$ cat src/pph_pkg.sv
// Package for the parallel printer handshake port: map, fields, carriers
package pph_pkg;

  // ==========================================================
  // Register map (byte addresses, one 32-bit word each)
  localparam int unsigned PPH_ADDR_W = 4;
  localparam logic [PPH_ADDR_W-1:0] PPH_OFS_DATA = 4'h0;
  localparam logic [PPH_ADDR_W-1:0] PPH_OFS_CSR  = 4'h4;
  localparam logic [PPH_ADDR_W-1:0] PPH_OFS_PINS = 4'h8;

  // ==========================================================
  // Control/status field positions
  localparam int unsigned PPH_BIT_IBF    = 0;
  localparam int unsigned PPH_BIT_OBF    = 1;
  localparam int unsigned PPH_BIT_INPUT_STROBE_MODE   = 2;
  localparam int unsigned PPH_BIT_OUTPUT_FLAG_CONTROL   = 3;
  localparam int unsigned PPH_BIT_FM_LO  = 4;
  localparam int unsigned PPH_BIT_FM_HI  = 5;
  localparam int unsigned PPH_BIT_SM_LO  = 6;
  localparam int unsigned PPH_BIT_SM_HI  = 7;
  localparam int unsigned PPH_CTL_LO     = 2;

  // Writable mode bits come up all ones
  localparam logic [5:0] PPH_CTL_RESET = 6'h3f;

  // Flag pin modes: 0x pin follows the low mode bit itself
  localparam logic [1:0] PPH_PIN_FLAG  = 2'h2;
  localparam logic [1:0] PPH_PIN_INPUT = 2'h3;

  // AXI responses
  localparam logic [1:0] PPH_RESP_OKAY   = 2'h0;
  localparam logic [1:0] PPH_RESP_DECERR = 2'h3;

  // ==========================================================
  // Link carriers
  typedef struct packed {
    logic [7:0] data;
    logic       input_data_strobe;
    logic       output_data_strobe;
    logic       first_in;
    logic       second_in;
    logic       busy_sense;
  } pph_link_in_type;

  typedef struct packed {
    logic [7:0] data;
    logic       data_oe;
    logic       first_out;
    logic       first_oe;
    logic       second_out;
    logic       second_oe;
  } pph_link_out_type;

  // ==========================================================
  // Whole module state
  typedef struct packed {
    logic [5:0]            ctl;
    logic                  output_buffer_full_flag;
    logic                  input_buffer_full_flag;
    logic [7:0]            out_latch;
    logic [7:0]            in_latch;
    logic                  ids_q;
    logic                  ods_q;
    logic                  aw_got;
    logic [PPH_ADDR_W-1:0] awaddr;
    logic                  w_got;
    logic [7:0]            wdata;
    logic                  wstrb0;
    logic                  bvalid;
    logic [1:0]            bresp;
    logic                  rvalid;
    logic [31:0]           rdata;
    logic [1:0]            rresp;
  } pph_state_type;

endpackage

$ cat src/pph_port.sv
// Parallel printer handshake port with AXI4-Lite register access
//
// The address map and the AXI4-Lite interface to the registers were decided locally.
`timescale 1ns/10ps
// Summary of operation
// - The link uses eight data lines plus strobe, acknowledge and busy.
// - Transmitter may send after acknowledge rise or busy fall.
// - Output-only mode keeps drivers on; output strobe only clears output flag.
// - Transmit mode: input strobe edge sets input flag, latch unused.
// - Transmit mode: a dummy data read clears the stale input flag.
// - Transmit mode: control bit 6 drives the second flag pin (strobe).
// - Transmit mode: first flag pin follows the output flag.
// - Output flag clears on rising edge of the output data strobe.
// - Control/status holds both pin modes, flag control, strobe mode, flags.
// - Receive mode: input flag drives the second flag pin as busy.
// - Receive mode: input strobe rise latches data and sets input flag.
// - Receive mode: control bit 4 drives the first flag pin (acknowledge).
// - Transmitter waits while busy is high before sending a byte.
// - Transmitter pulses strobe low via bit 6 for two clock cycles (40 ns).
// - Transmitter waits for output flag clear or input flag set.
// - Receiver set-up does one dummy read to clear a stale input flag.
// - Receiver clears bit 4, reads the byte, then sets bit 4 again.
// - Transmitter handles all three styles; receiver uses the common one.
// - A data read clears the input flag automatically.
// - The input flag reads as bit 0 of control/status.
module pph_port
  import pph_pkg::*;
(
  // Clock and reset
  input  wire logic                  clk,
  input  wire logic                  nrst,
  // AXI4-Lite write address and data
  input  wire logic [PPH_ADDR_W-1:0] s_axi_awaddr,
  input  wire logic                  s_axi_awvalid,
  output logic                       s_axi_awready,
  input  wire logic [31:0]           s_axi_wdata,
  input  wire logic [3:0]            s_axi_wstrb,
  input  wire logic                  s_axi_wvalid,
  output logic                       s_axi_wready,
  // AXI4-Lite write response
  output logic [1:0]                 s_axi_bresp,
  output logic                       s_axi_bvalid,
  input  wire logic                  s_axi_bready,
  // AXI4-Lite read
  input  wire logic [PPH_ADDR_W-1:0] s_axi_araddr,
  input  wire logic                  s_axi_arvalid,
  output logic                       s_axi_arready,
  output logic [31:0]                s_axi_rdata,
  output logic [1:0]                 s_axi_rresp,
  output logic                       s_axi_rvalid,
  input  wire logic                  s_axi_rready,
  // Printer link
  input  wire pph_link_in_type       link_in,
  output pph_link_out_type           link_out
);

  // ==========================================================
  // Helpers
  function automatic logic known_addr(input logic [PPH_ADDR_W-1:0] a);
    known_addr = (a == PPH_OFS_DATA) || (a == PPH_OFS_CSR) || (a == PPH_OFS_PINS);
  endfunction

  // Pin value for a mode: 0x gives the low mode bit, 10 the flag
  function automatic logic flag_pin(input logic [1:0] mode, input logic flag);
    if (mode == PPH_PIN_FLAG) begin
      flag_pin = flag;
    end else if (mode == PPH_PIN_INPUT) begin
      flag_pin = 1'b0;
    end else begin
      flag_pin = mode[0];
    end
  endfunction

  // ==========================================================
  // State
  pph_state_type s_r;
  pph_state_type s_nxt;

  logic [7:0]            port_handshake_control_status;
  logic [1:0]            fmode;
  logic [1:0]            smode;
  logic                  input_strobe_mode;
  logic                  output_only;
  logic                  port_en;
  logic                  ids_rise;
  logic                  ids_fall;
  logic                  ods_rise;
  logic                  aw_hs;
  logic                  w_hs;
  logic                  ar_hs;
  logic                  wr_go;
  logic [PPH_ADDR_W-1:0] wr_addr;
  logic [7:0]            wr_data;
  logic                  wr_lane0;
  logic                  wr_data_reg;
  logic                  wr_csr_reg;
  logic                  rd_data_reg;

  assign port_handshake_control_status   = {s_r.ctl, s_r.output_buffer_full_flag, s_r.input_buffer_full_flag};
  assign fmode = port_handshake_control_status[PPH_BIT_FM_HI:PPH_BIT_FM_LO];
  assign smode = port_handshake_control_status[PPH_BIT_SM_HI:PPH_BIT_SM_LO];
  assign input_strobe_mode  = port_handshake_control_status[PPH_BIT_INPUT_STROBE_MODE];

  // Transmit set-up: first pin shows the output flag, second pin is plain
  assign output_only = (fmode == PPH_PIN_FLAG) && !smode[1];

  // Second pin as an input high disables drivers and strobes
  assign port_en = !((smode == PPH_PIN_INPUT) && link_in.second_in);

  // Pins are taken as synchronous; one delay stage finds the edges
  assign ids_rise = port_en && link_in.input_data_strobe && !s_r.ids_q;
  assign ids_fall = port_en && !link_in.input_data_strobe && s_r.ids_q;
  assign ods_rise = port_en && link_in.output_data_strobe && !s_r.ods_q;

  // ==========================================================
  // AXI4-Lite handshakes
  assign s_axi_awready = !s_r.aw_got && !s_r.bvalid;
  assign s_axi_wready  = !s_r.w_got && !s_r.bvalid;
  assign s_axi_arready = !s_r.rvalid;
  assign s_axi_bvalid  = s_r.bvalid;
  assign s_axi_bresp   = s_r.bresp;
  assign s_axi_rvalid  = s_r.rvalid;
  assign s_axi_rdata   = s_r.rdata;
  assign s_axi_rresp   = s_r.rresp;

  assign aw_hs = s_axi_awvalid && s_axi_awready;
  assign w_hs  = s_axi_wvalid && s_axi_wready;
  assign ar_hs = s_axi_arvalid && s_axi_arready;

  // Write fires on the edge where the later of address and data lands
  assign wr_go    = (s_r.aw_got || aw_hs) && (s_r.w_got || w_hs);
  assign wr_addr  = s_r.aw_got ? s_r.awaddr : s_axi_awaddr;
  assign wr_data  = s_r.w_got ? s_r.wdata : s_axi_wdata[7:0];
  assign wr_lane0 = s_r.w_got ? s_r.wstrb0 : s_axi_wstrb[0];

  assign wr_data_reg = wr_go && wr_lane0 && (wr_addr == PPH_OFS_DATA);
  assign wr_csr_reg  = wr_go && wr_lane0 && (wr_addr == PPH_OFS_CSR);
  assign rd_data_reg = ar_hs && (s_axi_araddr == PPH_OFS_DATA);

  // ==========================================================
  // Next state
  always_comb begin
    s_nxt       = s_r;
    s_nxt.ids_q = link_in.input_data_strobe;
    s_nxt.ods_q = link_in.output_data_strobe;

    // Input flag: a data read clears it, a strobe edge sets it.
    // The set comes last so an edge in the read cycle is kept.
    if (rd_data_reg) begin
      s_nxt.input_buffer_full_flag = 1'b0;
    end
    if (input_strobe_mode && ids_fall) begin
      s_nxt.input_buffer_full_flag = 1'b1;
    end
    if (!input_strobe_mode && ids_rise) begin
      s_nxt.in_latch = link_in.data;
      s_nxt.input_buffer_full_flag      = 1'b1;
    end

    // Output flag: acknowledge edge clears, a new byte sets
    if (ods_rise) begin
      s_nxt.output_buffer_full_flag = 1'b0;
    end
    if (wr_data_reg) begin
      s_nxt.out_latch = wr_data;
      s_nxt.output_buffer_full_flag       = 1'b1;
    end

    // Only the mode bits are writable; flags are hardware owned
    if (wr_csr_reg) begin
      s_nxt.ctl = wr_data[PPH_BIT_SM_HI:PPH_CTL_LO];
    end

    // Write channel bookkeeping
    if (aw_hs) begin
      s_nxt.aw_got = 1'b1;
      s_nxt.awaddr = s_axi_awaddr;
    end
    if (w_hs) begin
      s_nxt.w_got  = 1'b1;
      s_nxt.wdata  = s_axi_wdata[7:0];
      s_nxt.wstrb0 = s_axi_wstrb[0];
    end
    if (s_r.bvalid && s_axi_bready) begin
      s_nxt.bvalid = 1'b0;
    end
    if (wr_go) begin
      s_nxt.aw_got = 1'b0;
      s_nxt.w_got  = 1'b0;
      s_nxt.bvalid = 1'b1;
      s_nxt.bresp  = known_addr(wr_addr) ? PPH_RESP_OKAY : PPH_RESP_DECERR;
    end

    // Read channel: answer one cycle after the address is taken
    if (s_r.rvalid && s_axi_rready) begin
      s_nxt.rvalid = 1'b0;
    end
    if (ar_hs) begin
      s_nxt.rvalid = 1'b1;
      s_nxt.rresp  = PPH_RESP_OKAY;
      case (s_axi_araddr)
        PPH_OFS_DATA: begin
          s_nxt.rdata = {24'h000000, s_r.in_latch};
        end
        PPH_OFS_CSR: begin
          s_nxt.rdata = {24'h000000, port_handshake_control_status};
        end
        PPH_OFS_PINS: begin
          // Busy line is polled here before a byte goes out
          s_nxt.rdata = {27'h0000000, link_in.second_in, link_in.first_in,
                         link_in.output_data_strobe, link_in.input_data_strobe, link_in.busy_sense};
        end
        default: begin
          s_nxt.rdata = 32'h00000000;
          s_nxt.rresp = PPH_RESP_DECERR;
        end
      endcase
    end
  end

  always_ff @(posedge clk or negedge nrst) begin
    if (!nrst) begin
      s_r     <= '0;
      s_r.ctl <= PPH_CTL_RESET;
    end else begin
      s_r <= s_nxt;
    end
  end

  // ==========================================================
  // Link pins
  always_comb begin
    link_out.data = s_r.out_latch;
    // Outside output-only mode drivers follow the output strobe level
    link_out.data_oe    = port_en && (output_only || !link_in.output_data_strobe);
    link_out.first_out  = flag_pin(fmode, s_r.output_buffer_full_flag);
    link_out.first_oe   = (fmode != PPH_PIN_INPUT);
    link_out.second_out = flag_pin(smode, s_r.input_buffer_full_flag);
    link_out.second_oe  = (smode != PPH_PIN_INPUT);
  end
endmodule

$ cat config.mk
export PLATFORM = sky130hd
export DESIGN_NAME = pph_port
export DESIGN_NICKNAME = d
export VERILOG_FILES = /design/src/pph_pkg.sv /design/src/pph_port.sv
export SDC_FILE = /design/constraint.sdc
export NUM_CORES = 1
export LEC_CHECK = 0
export BUFFER_PORTS_ARGS = -buffer_cell sky130_fd_sc_hd__buf_2
export CORE_MARGIN = 2
export CORE_UTILIZATION = 44
export DETAILED_ROUTE_END_ITERATION = 8
export HOLD_SLACK_MARGIN = 0.02
export PLACE_DENSITY = 0.75
export SYNTH_ARGS = -nofsm -noshare
export SYNTH_HDL_FRONTEND = slang
export SYNTH_SLANG_ARGS = --single-unit
$ cat constraint.sdc
create_clock -name clk -period 5.2 [get_ports clk]
set_input_delay 0.52 -clock clk [delete_from_list [all_inputs] [get_ports clk]]
set_output_delay 0.52 -clock clk [all_outputs]
set_load 0.1 [all_outputs]
Yosys cells after proc, flatten, opt, wreduce, memory -nomap -nowiden --
Cells that the tools add are included.
Word-level totals: logic and storage cells 98, output and inout port bits 54, register bits after elaboration 79, input bits 64
Operators by class: multiplexer cells 23, equal/unequal tests 10, reduce and logical (&&, ||, !) cells 48
Operators with widths (number):
- 2-to-1 mux 35 bit | 1
- case mux 8 bit (3 select lines) | 1
- logical AND 1 bit | 23
- 2-to-1 mux 1 bit | 14
- zero test 1 bit | 11
- 2-to-1 mux 10 bit | 1
- nonzero test 2 bit | 5
- == test 2 bit (second input constant) | 4
- == test 4 x 3 -> 1 bit (second input constant) | 2
- == test 4 bit (second input constant) | 2
- zero test 4 bit | 2
- 2-to-1 mux 8 bit | 1
- logical OR 1 bit | 5
- 2-to-1 mux 5 bit | 1
- 2-to-1 mux 2 bit | 2
- 2-to-1 mux 4 bit | 1
- inequality test 2 bit (second input constant) | 2
- 2-to-1 mux 3 bit | 1
- nonzero test 3 bit | 1
- OR reduction 3 bit | 1

Longest topological paths before layout --
Gate-level depths: netlist of the first run.
depth after elaboration 8, mapped depth 6, depth with buffers taken out 4

Worst setup path after synthesis of the first run --
No wires, ideal clock.
path kind flip-flop to flip-flop, start point reg s_r (netlist bit s_axi_bvalid), end point reg s_r[38] in the netlist's numbering, required time 5075 ps, period minus slack after synthesis 3260 ps, buffers on the path 1, stages on the path, launching flop included 5, library setup time 125 ps, slack 1940 ps, arrival time 3136 ps, cells stage by stage dfrtp_1 -> nor2_1 -> and2_1 -> clkbuf_1 -> mux2_2
On the way: cells in the longest elaborated chain, start to end 3
RTL lines:
- start, declared | RTL line pph_port.sv:76 | pph_state_type s_r;
- start signal, assigned | RTL line pph_port.sv:226 | s_r <= s_nxt;
- zero test 1 bit | RTL line pph_port.sv:118 | assign s_axi_wready = !s_r.w_got && !s_r.bvalid;
- logical AND 1 bit | RTL line pph_port.sv:118
- net s_axi_wready | RTL line pph_port.sv:39 | output logic s_axi_wready,
- logical AND 1 bit | RTL line pph_port.sv:127 | assign w_hs = s_axi_wvalid && s_axi_wready;
The timed path passes the listed nets, and every way through them passes these cells. A chain may end at the register's enable or synchronous reset.

Final worst setup path of the first run --
start point reg s_r[47] in the netlist's numbering, end point reg s_r (netlist bit link_out[12])
On the way: cells in the longest elaborated chain, start to end 7, elaborated cells on any way between the ends 9, classes of those cells mux (2); reduce/logical (7)
RTL lines:
- zero test 1 bit | RTL line pph_port.sv:118
- logical AND 1 bit | RTL line pph_port.sv:118
- logical AND 1 bit | RTL line pph_port.sv:127
- logical OR 1 bit | RTL line pph_port.sv:131 | assign wr_go = (s_r.aw_got || aw_hs) && (s_r.w_got || w_hs);
- logical AND 1 bit | RTL line pph_port.sv:131
- logical AND 1 bit (2 in a row) | RTL line pph_port.sv:136 | assign wr_data_reg = wr_go && wr_lane0 && (wr_addr == PPH_OFS_DATA);
Several ways; a longest one is shown, not always the timed one.

==> results of run 1 <==
==> cell type report <==
cell class,instances,area share [%]
Multi-Input combinational cell,140,36.3
Timing Repair Buffer,67,11.5
Sequential cell,53,45.3
Clock inverter,1,0.170
Clock buffer,7,3.27
Tap cell,75,3.18
Inverter,3,0.382
==> layer usage <==
layer / GRT usage (%) / up-vias
met5: 0 / -
met3: 3.37 / 5
met4: 4.50 / 0
met2: 25.2 / 70
met1: 16.9 / 801
li1: - / 800
==> path summary, 6_finish.rpt <==
check | from | endpoint | cells after the start
worst max-delay path | s_r[47] | link_out[12] | 3
worst min-delay path | nrst | s_axi_rvalid | 2
worst max register to register | s_r[47] | link_out[12] | 3
worst min register to register | s_axi_rdata[5] | s_axi_rdata[5] | 2
max in group asynchronous | nrst | s_r[40] | 2
min in group clk | link_in[3] | s_r[53] | 1
==> logic make-up after synthesis <==
kind of cell,share of synthesized area (%)
flip-flops,49.3
other,0.139
AO/OA/AOI/OAI,5.64
multiplexers,23.3
AND/OR/NAND/NOR,7.17
buffers and inverters,14.4
==> cell usage in the layout, fill, tap and decap left out, types with 4 or more instances in the layout <==
cell type,n
buf_2,66
conb_1,24
mux2_2,37
dfrtp_1,47
nand2_1,8
mux2_4,7
a22oi_1,4
nor2b_1,4
o21ai_0,15
mux2i_1,11
clkbuf_8,7
dfstp_2,6
nor2_1,6
nand2b_1,5
==> cells in the mapped netlist, drive strengths merged <==
library cell / instances / area, um2
a211oi: 1 / 7.51
a21oi: 2 / 10.0
a221o: 1 / 10.0
a22oi: 4 / 30.0
and2: 2 / 12.5
and3: 1 / 6.26
buf: 47 / 357
clkbuf: 6 / 22.5
conb: 1 / 3.75
dfrtp: 47 / 1180
dfstp: 6 / 158
inv: 3 / 11.3
mux2: 44 / 522
mux2i: 11 / 110
nand2: 8 / 30.0
nand2b: 5 / 31.3
nand4bb: 1 / 11.3
nor2: 7 / 28.8
nor2b: 4 / 25.0
nor3: 2 / 10.0
nor3b: 2 / 15.0
nor4: 1 / 6.26
o21a: 1 / 7.51
o21ai: 15 / 75.1
o22ai: 2 / 12.5
or4: 1 / 7.51
or4b: 1 / 10.0
==> sequential cells by signal, summed over array words and instances, names as in the netlist, 2 cells and up <==
register / count
s_axi_rdata: 8
s_r: 25
fmode: 2
link_out: 8
port_handshake_control_status: 5
==> power groups by stage <==
stage               sequential, W  clock (W)  combinational, W
global placement         0.000656          0          0.000920
global route             0.000674   0.000270          0.000974
floorplan                0.000658          0          0.000866
CTS                      0.000655   0.000257          0.000932
finish                   0.000653   0.000248          0.000924
detailed placement       0.000663          0          0.000930
==> per-stage QoR <==
| stage | hold slack [ns] | area, um2 | power [W] | instances |
|---|---|---|---|---|
| detailed placement | 0.468 | 2850 | 0.00159 | 338 |
| finish | 0.325 | 2950 | 0.00183 | 346 |
| global placement | 0.461 | 2850 | 0.00158 | 338 |
| CTS | 0.356 | 2950 | 0.00184 | 346 |
| global route | 0.372 | 2950 | 0.00192 | 346 |
| floorplan | 0.224 | 2790 | 0.00152 | 249 |
==> run_results.csv, run 1 <==
group,metric,value,unit
run_status,outcome,"complete, no violations",
timing,maxSlewViolCount,0,
pwr,powerDensity,620,nW/um2
yosys,synth-seq-cells,53,
pwr,internal_power,0.000909,W
yosys,syn_inst,226,
clock_tree,postCtsHoldBufs,0,
finish,fin_util,49.8,%
drt,drt_wl_total,4.60,mm
finish,fillers,558,
place,gp_congestion,0.703,
pwr,p_switching,0.000917,W
place,dp_slack,2.92,ns
timing,finalHoldViolCount,0,
clock_tree,cts-buffers-inserted,5,
timing,setup_slack,3.05,ns
drt,wl_met2,2.22,mm
floorplanning,die_area,6790,um2
drt,wire_per_inst,13.3,um
global_routing,grt_pass1_wl,7.25,mm
pwr,p_comb_share,50.6,%
drt,wl_met1,1.97,mm
global_routing,grt_overflow,0,
yosys,ys_seq_area_share,49.3,%
timing,rsz0062_at_grt,"false",
global_routing,grt_max_degree,54,
drt,first_pass_iters,4,
clock_tree,clock_latency,0.30,ns
global_routing,track_usage,14.2,%
drt,drc,0,
clock_tree,cts_htree_levels,2,
floorplanning,die_h,82.4,um
finish,drive_gt1_share,46.5,%
timing,slew_headroom,46.3,%
timing,tightest_slew,0.798,ns
floorplanning,ios,118,
pwr,pwr-share-clk,13.6,%
worst_setup_path,crit_family,"flip-flops",
timing,fin_worst_skew,0.00288,ns
worst_setup_path,crit_path_start_kind,"flop",
place,io_buffers,66,
finish,antenna_cells,0,
yosys,ys_types,32,
global_routing,antenna_found_initial,0,
worst_setup_path,crit_type,"reg2reg",
timing,min_period_over_period,41.4,%
worst_setup_path,cp_slowest_cell,"dfrtp_1",
clock_tree,cts.reportedPaths.clkPinSlew,0.09,ns
drt,drtAntennaViolNets,0,
clock_tree,cts_tree,"yes",
finish,synthToLayoutAreaGrowth,8.88,%
timing,clock.fmax,465,MHz
clock_tree,cts_root_buf,"clkbuf_8",
pwr,pwr-share-seq,35.8,%
worst_setup_path,r2r_slack,3.05,ns
pwr,p_sw_share,50.2,%
worst_setup_path,max_stage_delay,0.68,ns
floorplanning,rows,28,
finish,nets,334,
timing,tns,0,ns
worst_setup_path,endpoint_kind,"flop",
drt,route.met3.wl,372,um
floorplanning,initial_core_util,45.7,%
worst_setup_path,cp_num_buf_inv,0,
pwr,p_leak,1.45,nW
yosys,syn_area,2710,um2
yosys,ys_warn_count,0,
clock_tree,cts_sinks,53,
pwr,ir_drop,0.445,mV
clock_tree,cts_buffer_depth,2,
finish,seqCellArea,1330,um2
global_routing,grt_pass1_vias,1542,
worst_setup_path,crit_chain,"o22ai_1 -> nand4bb_1 -> mux2_2",
floorplanning,core_area,5920,um2
worst_setup_path,arrival,2.34,ns
worst_setup_path,critPathRequiredTime,5.39,ns
drt,num_vias,1676,
clock_tree,cts_post_setup_buffers_inserted,0,
floorplanning,die_w,82.4,um
timing,fin_crit,2.15,ns
worst_hold_path,hold_class,"in2async",
drt,vias_per_cell,4.84,
finish,multi_input_area,1070,um2
flow_run,max_cap_violations,0,
worst_setup_path,crit_path_max_fanout,13,
drt,top_layer,"met4",
clock_tree,cts-resized-gates,0,
yosys,syn-mean-instance-area,12.0,um2
drt,drt_iter0_markers,60,
place,dpl.hpwl,3.43,mm
timing,setup-violations-final,0,
Power figures use the tool's default switching activity.
==> run 2, diff against run 1 <==
==> constraint.sdc (replaced) <==
create_clock -name clk -period 2 [get_ports clk]
set_input_delay 0.2 -clock clk [delete_from_list [all_inputs] [get_ports clk]]
set_output_delay 0.2 -clock clk [all_outputs]
set_load 0.1 [all_outputs]
==> run 2 against run 1 <==
  * Sequential share of layout area fell by 2.3 points
  * Count of clock-buffer cells in the layout did not move
  * Final cell count rose by 2.9%
  * Via count rose by 3.0%
  * Register-to-register slack got worse by 3.0 ns
  * First-iteration DRC count rose by 35%
  * Clock skew rose by 0.0031 ns
  * Critical path depth rose by 2
  * Maximum frequency rose by 12%
==> run_results.csv, run 2 (synthesized netlist as in run 1, its figures left out) <==
group,metric,value,unit
floorplanning,rows,28,
clock_tree,cts_post_setup_buffers_inserted,0,
worst_setup_path,crit_path_start_kind,"flop",
clock_tree,cts_buffer_depth,2,
pwr,pwr-share-clk,14.6,%
finish,fillers,528,
global_routing,track_usage,15.5,%
drt,vias_per_cell,4.85,
place,gp_congestion,0.761,
worst_hold_path,hold_class,"in2reg",
run_status,outcome,"complete, no violations",
timing,clock.fmax,523,MHz
timing,rsz0062_at_grt,"false",
finish,fin_area,3120,um2
drt,drtAntennaViolNets,0,
drt,wire_per_inst,14.3,um
finish,nets,344,
pwr,ir_drop,1.61,mV
drt,drt_iter0_markers,81,
clock_tree,cts_tree,"yes",
pwr,p_comb_share,51.7,%
pwr,powerDensity,1620,nW/um2
pwr,internal_power,0.00260,W
timing,setup_slack,0.0882,ns
worst_setup_path,critPathRequiredTime,2.23,ns
finish,largest-register,"s_r",
pwr,p_switching,0.00246,W
pwr,p_sw_share,48.6,%
place,dpl.hpwl,3.98,mm
timing,maxSlewViolCount,0,
timing,setup-violations-final,0,
worst_setup_path,arrival,2.14,ns
pwr,p_leak,1.54,nW
worst_setup_path,crit_path_max_fanout,6,
timing,fin_crit,1.91,ns
clock_tree,cts_sinks,53,
clock_tree,cts_root_buf,"clkbuf_8",
clock_tree,cts_htree_levels,2,
pwr,pwr-share-seq,33.7,%
global_routing,grt_pass1_wl,7.93,mm
place,placed_area,2990,um2
timing,slew_headroom,59.6,%
clock_tree,cts.reportedPaths.clkPinSlew,0.09,ns
global_routing,grt_pass1_vias,1722,
floorplanning,die_h,82.4,um
finish,fin_cells,356,
place,dp_cells,347,
worst_setup_path,crit_type,"reg2reg",
finish,largest_reg_flops,25,
clock_tree,cts-buffers-inserted,5,
global_routing,grt_overflow,0,
finish,final_common_cell,"buf_2",
floorplanning,initial_core_util,45.7,%
timing,finalHoldViolCount,0,
timing,fin_worst_skew,0.00603,ns
drt,drc,0,
drt,drt_wl_total,5.10,mm
finish,multi_input_area,1130,um2
timing,tightest_slew,0.606,ns
finish,antenna_cells,0,
worst_setup_path,endpoint_kind,"flop",
floorplanning,core_area,5920,um2
floorplanning,die_w,82.4,um
flow_run,max_cap_violations,0,
floorplanning,ios,118,
global_routing,grt_max_degree,30,
drt,num_vias,1726,
floorplanning,die_area,6790,um2
drt,first_pass_iters,4,
finish,synthToLayoutAreaGrowth,15.2,%
global_routing,antenna_found_initial,0,
finish,seqCellArea,1340,um2
timing,min_period_over_period,95.6,%
finish,drive_gt1_share,50.5,%
place,dp_slack,0.103,ns
place,io_buffers,66,
finish,fin_util,52.6,%
clock_tree,clock_latency,0.30,ns
finish,final_cell_mix,"buf_2, dfrtp_1, mux2_2, conb_1, mux2_4",
-- run 2: worst paths after layout --
check | from | endpoint | slack [ns] | cells past startpoint
worst max-delay path | s_axi_bvalid | fmode[1] | 0.09 | 5
worst min-delay path | link_in[4] | s_r[54] | 0.06 | 1
worst max register to register | s_axi_bvalid | fmode[1] | 0.09 | 5
worst min register to register | s_axi_rdata[5] | s_axi_rdata[5] | 0.49 | 2
max in group asynchronous | nrst | port_handshake_control_status[3] | 0.92 | 3
min in group asynchronous | nrst | s_r[55] | 0.44 | 2
-- run 2: metrics by stage --
step,total power (W),hold WS [ns],setup TNS [ns]
3_3_place_gp,0.00429,0.228,0
4_1_cts,0.00510,0.0408,0
5_1_grt,0.00530,0.0463,0
3_5_place_dp,0.00435,0.243,0
6_report,0.00506,0.0556,0
2_1_floorplan,0.00412,-0.0956,-0.377
-- run 2: repair_timing --
| action | 4_1_cts | 5_1_grt |
|---|---|---|
| setup endpoints to repair | 0 | 6 |
| hold buffers | 1 | 0 |
| endpoints found under the hold margin | 22 | 0 |
| resized for setup | 0 | 1 |
-- run 2: power groups by stage --
| stage | registers [W] | clock network [W] | logic (W) |
|---|---|---|---|
| 2_1_floorplan | 0.00174 | 0 | 0.00238 |
| 3_3_place_gp | 0.00170 | 0 | 0.00259 |
| 3_5_place_dp | 0.00172 | 0 | 0.00263 |
| 4_1_cts | 0.00170 | 0.000764 | 0.00264 |
| 5_1_grt | 0.00175 | 0.000807 | 0.00274 |
| 6_report | 0.00170 | 0.000741 | 0.00261 |
-- run 2: routing by layer --
metal / global-route usage, % / vias to the layer above / part of all wire, %
li1: - / 818 / -
met1: 17.6 / 836 / 40
met2: 28.3 / 66 / 52
met3: 3.59 / 6 / 7.0
met4: 5.50 / 0 / 0.92
met5: 0 / - / 0
-- run 2: worst max-delay path, stage by stage (launching register included) --
cell and delay (ns):
dfrtp_4 0.53, nor2b_1 0.17, o22ai_1 0.13, or4b_1 0.52
buf_4 0.19, mux2_4 0.30
-- run 2: cell type report --
class	instances	area share (%)
Clock buffer	7	2.77
Tap cell	75	3.01
Clock inverter	1	0.963
Sequential cell	53	43.0
Inverter	3	0.361
Timing Repair Buffer	77	13.7
Multi-Input combinational cell	140	36.2
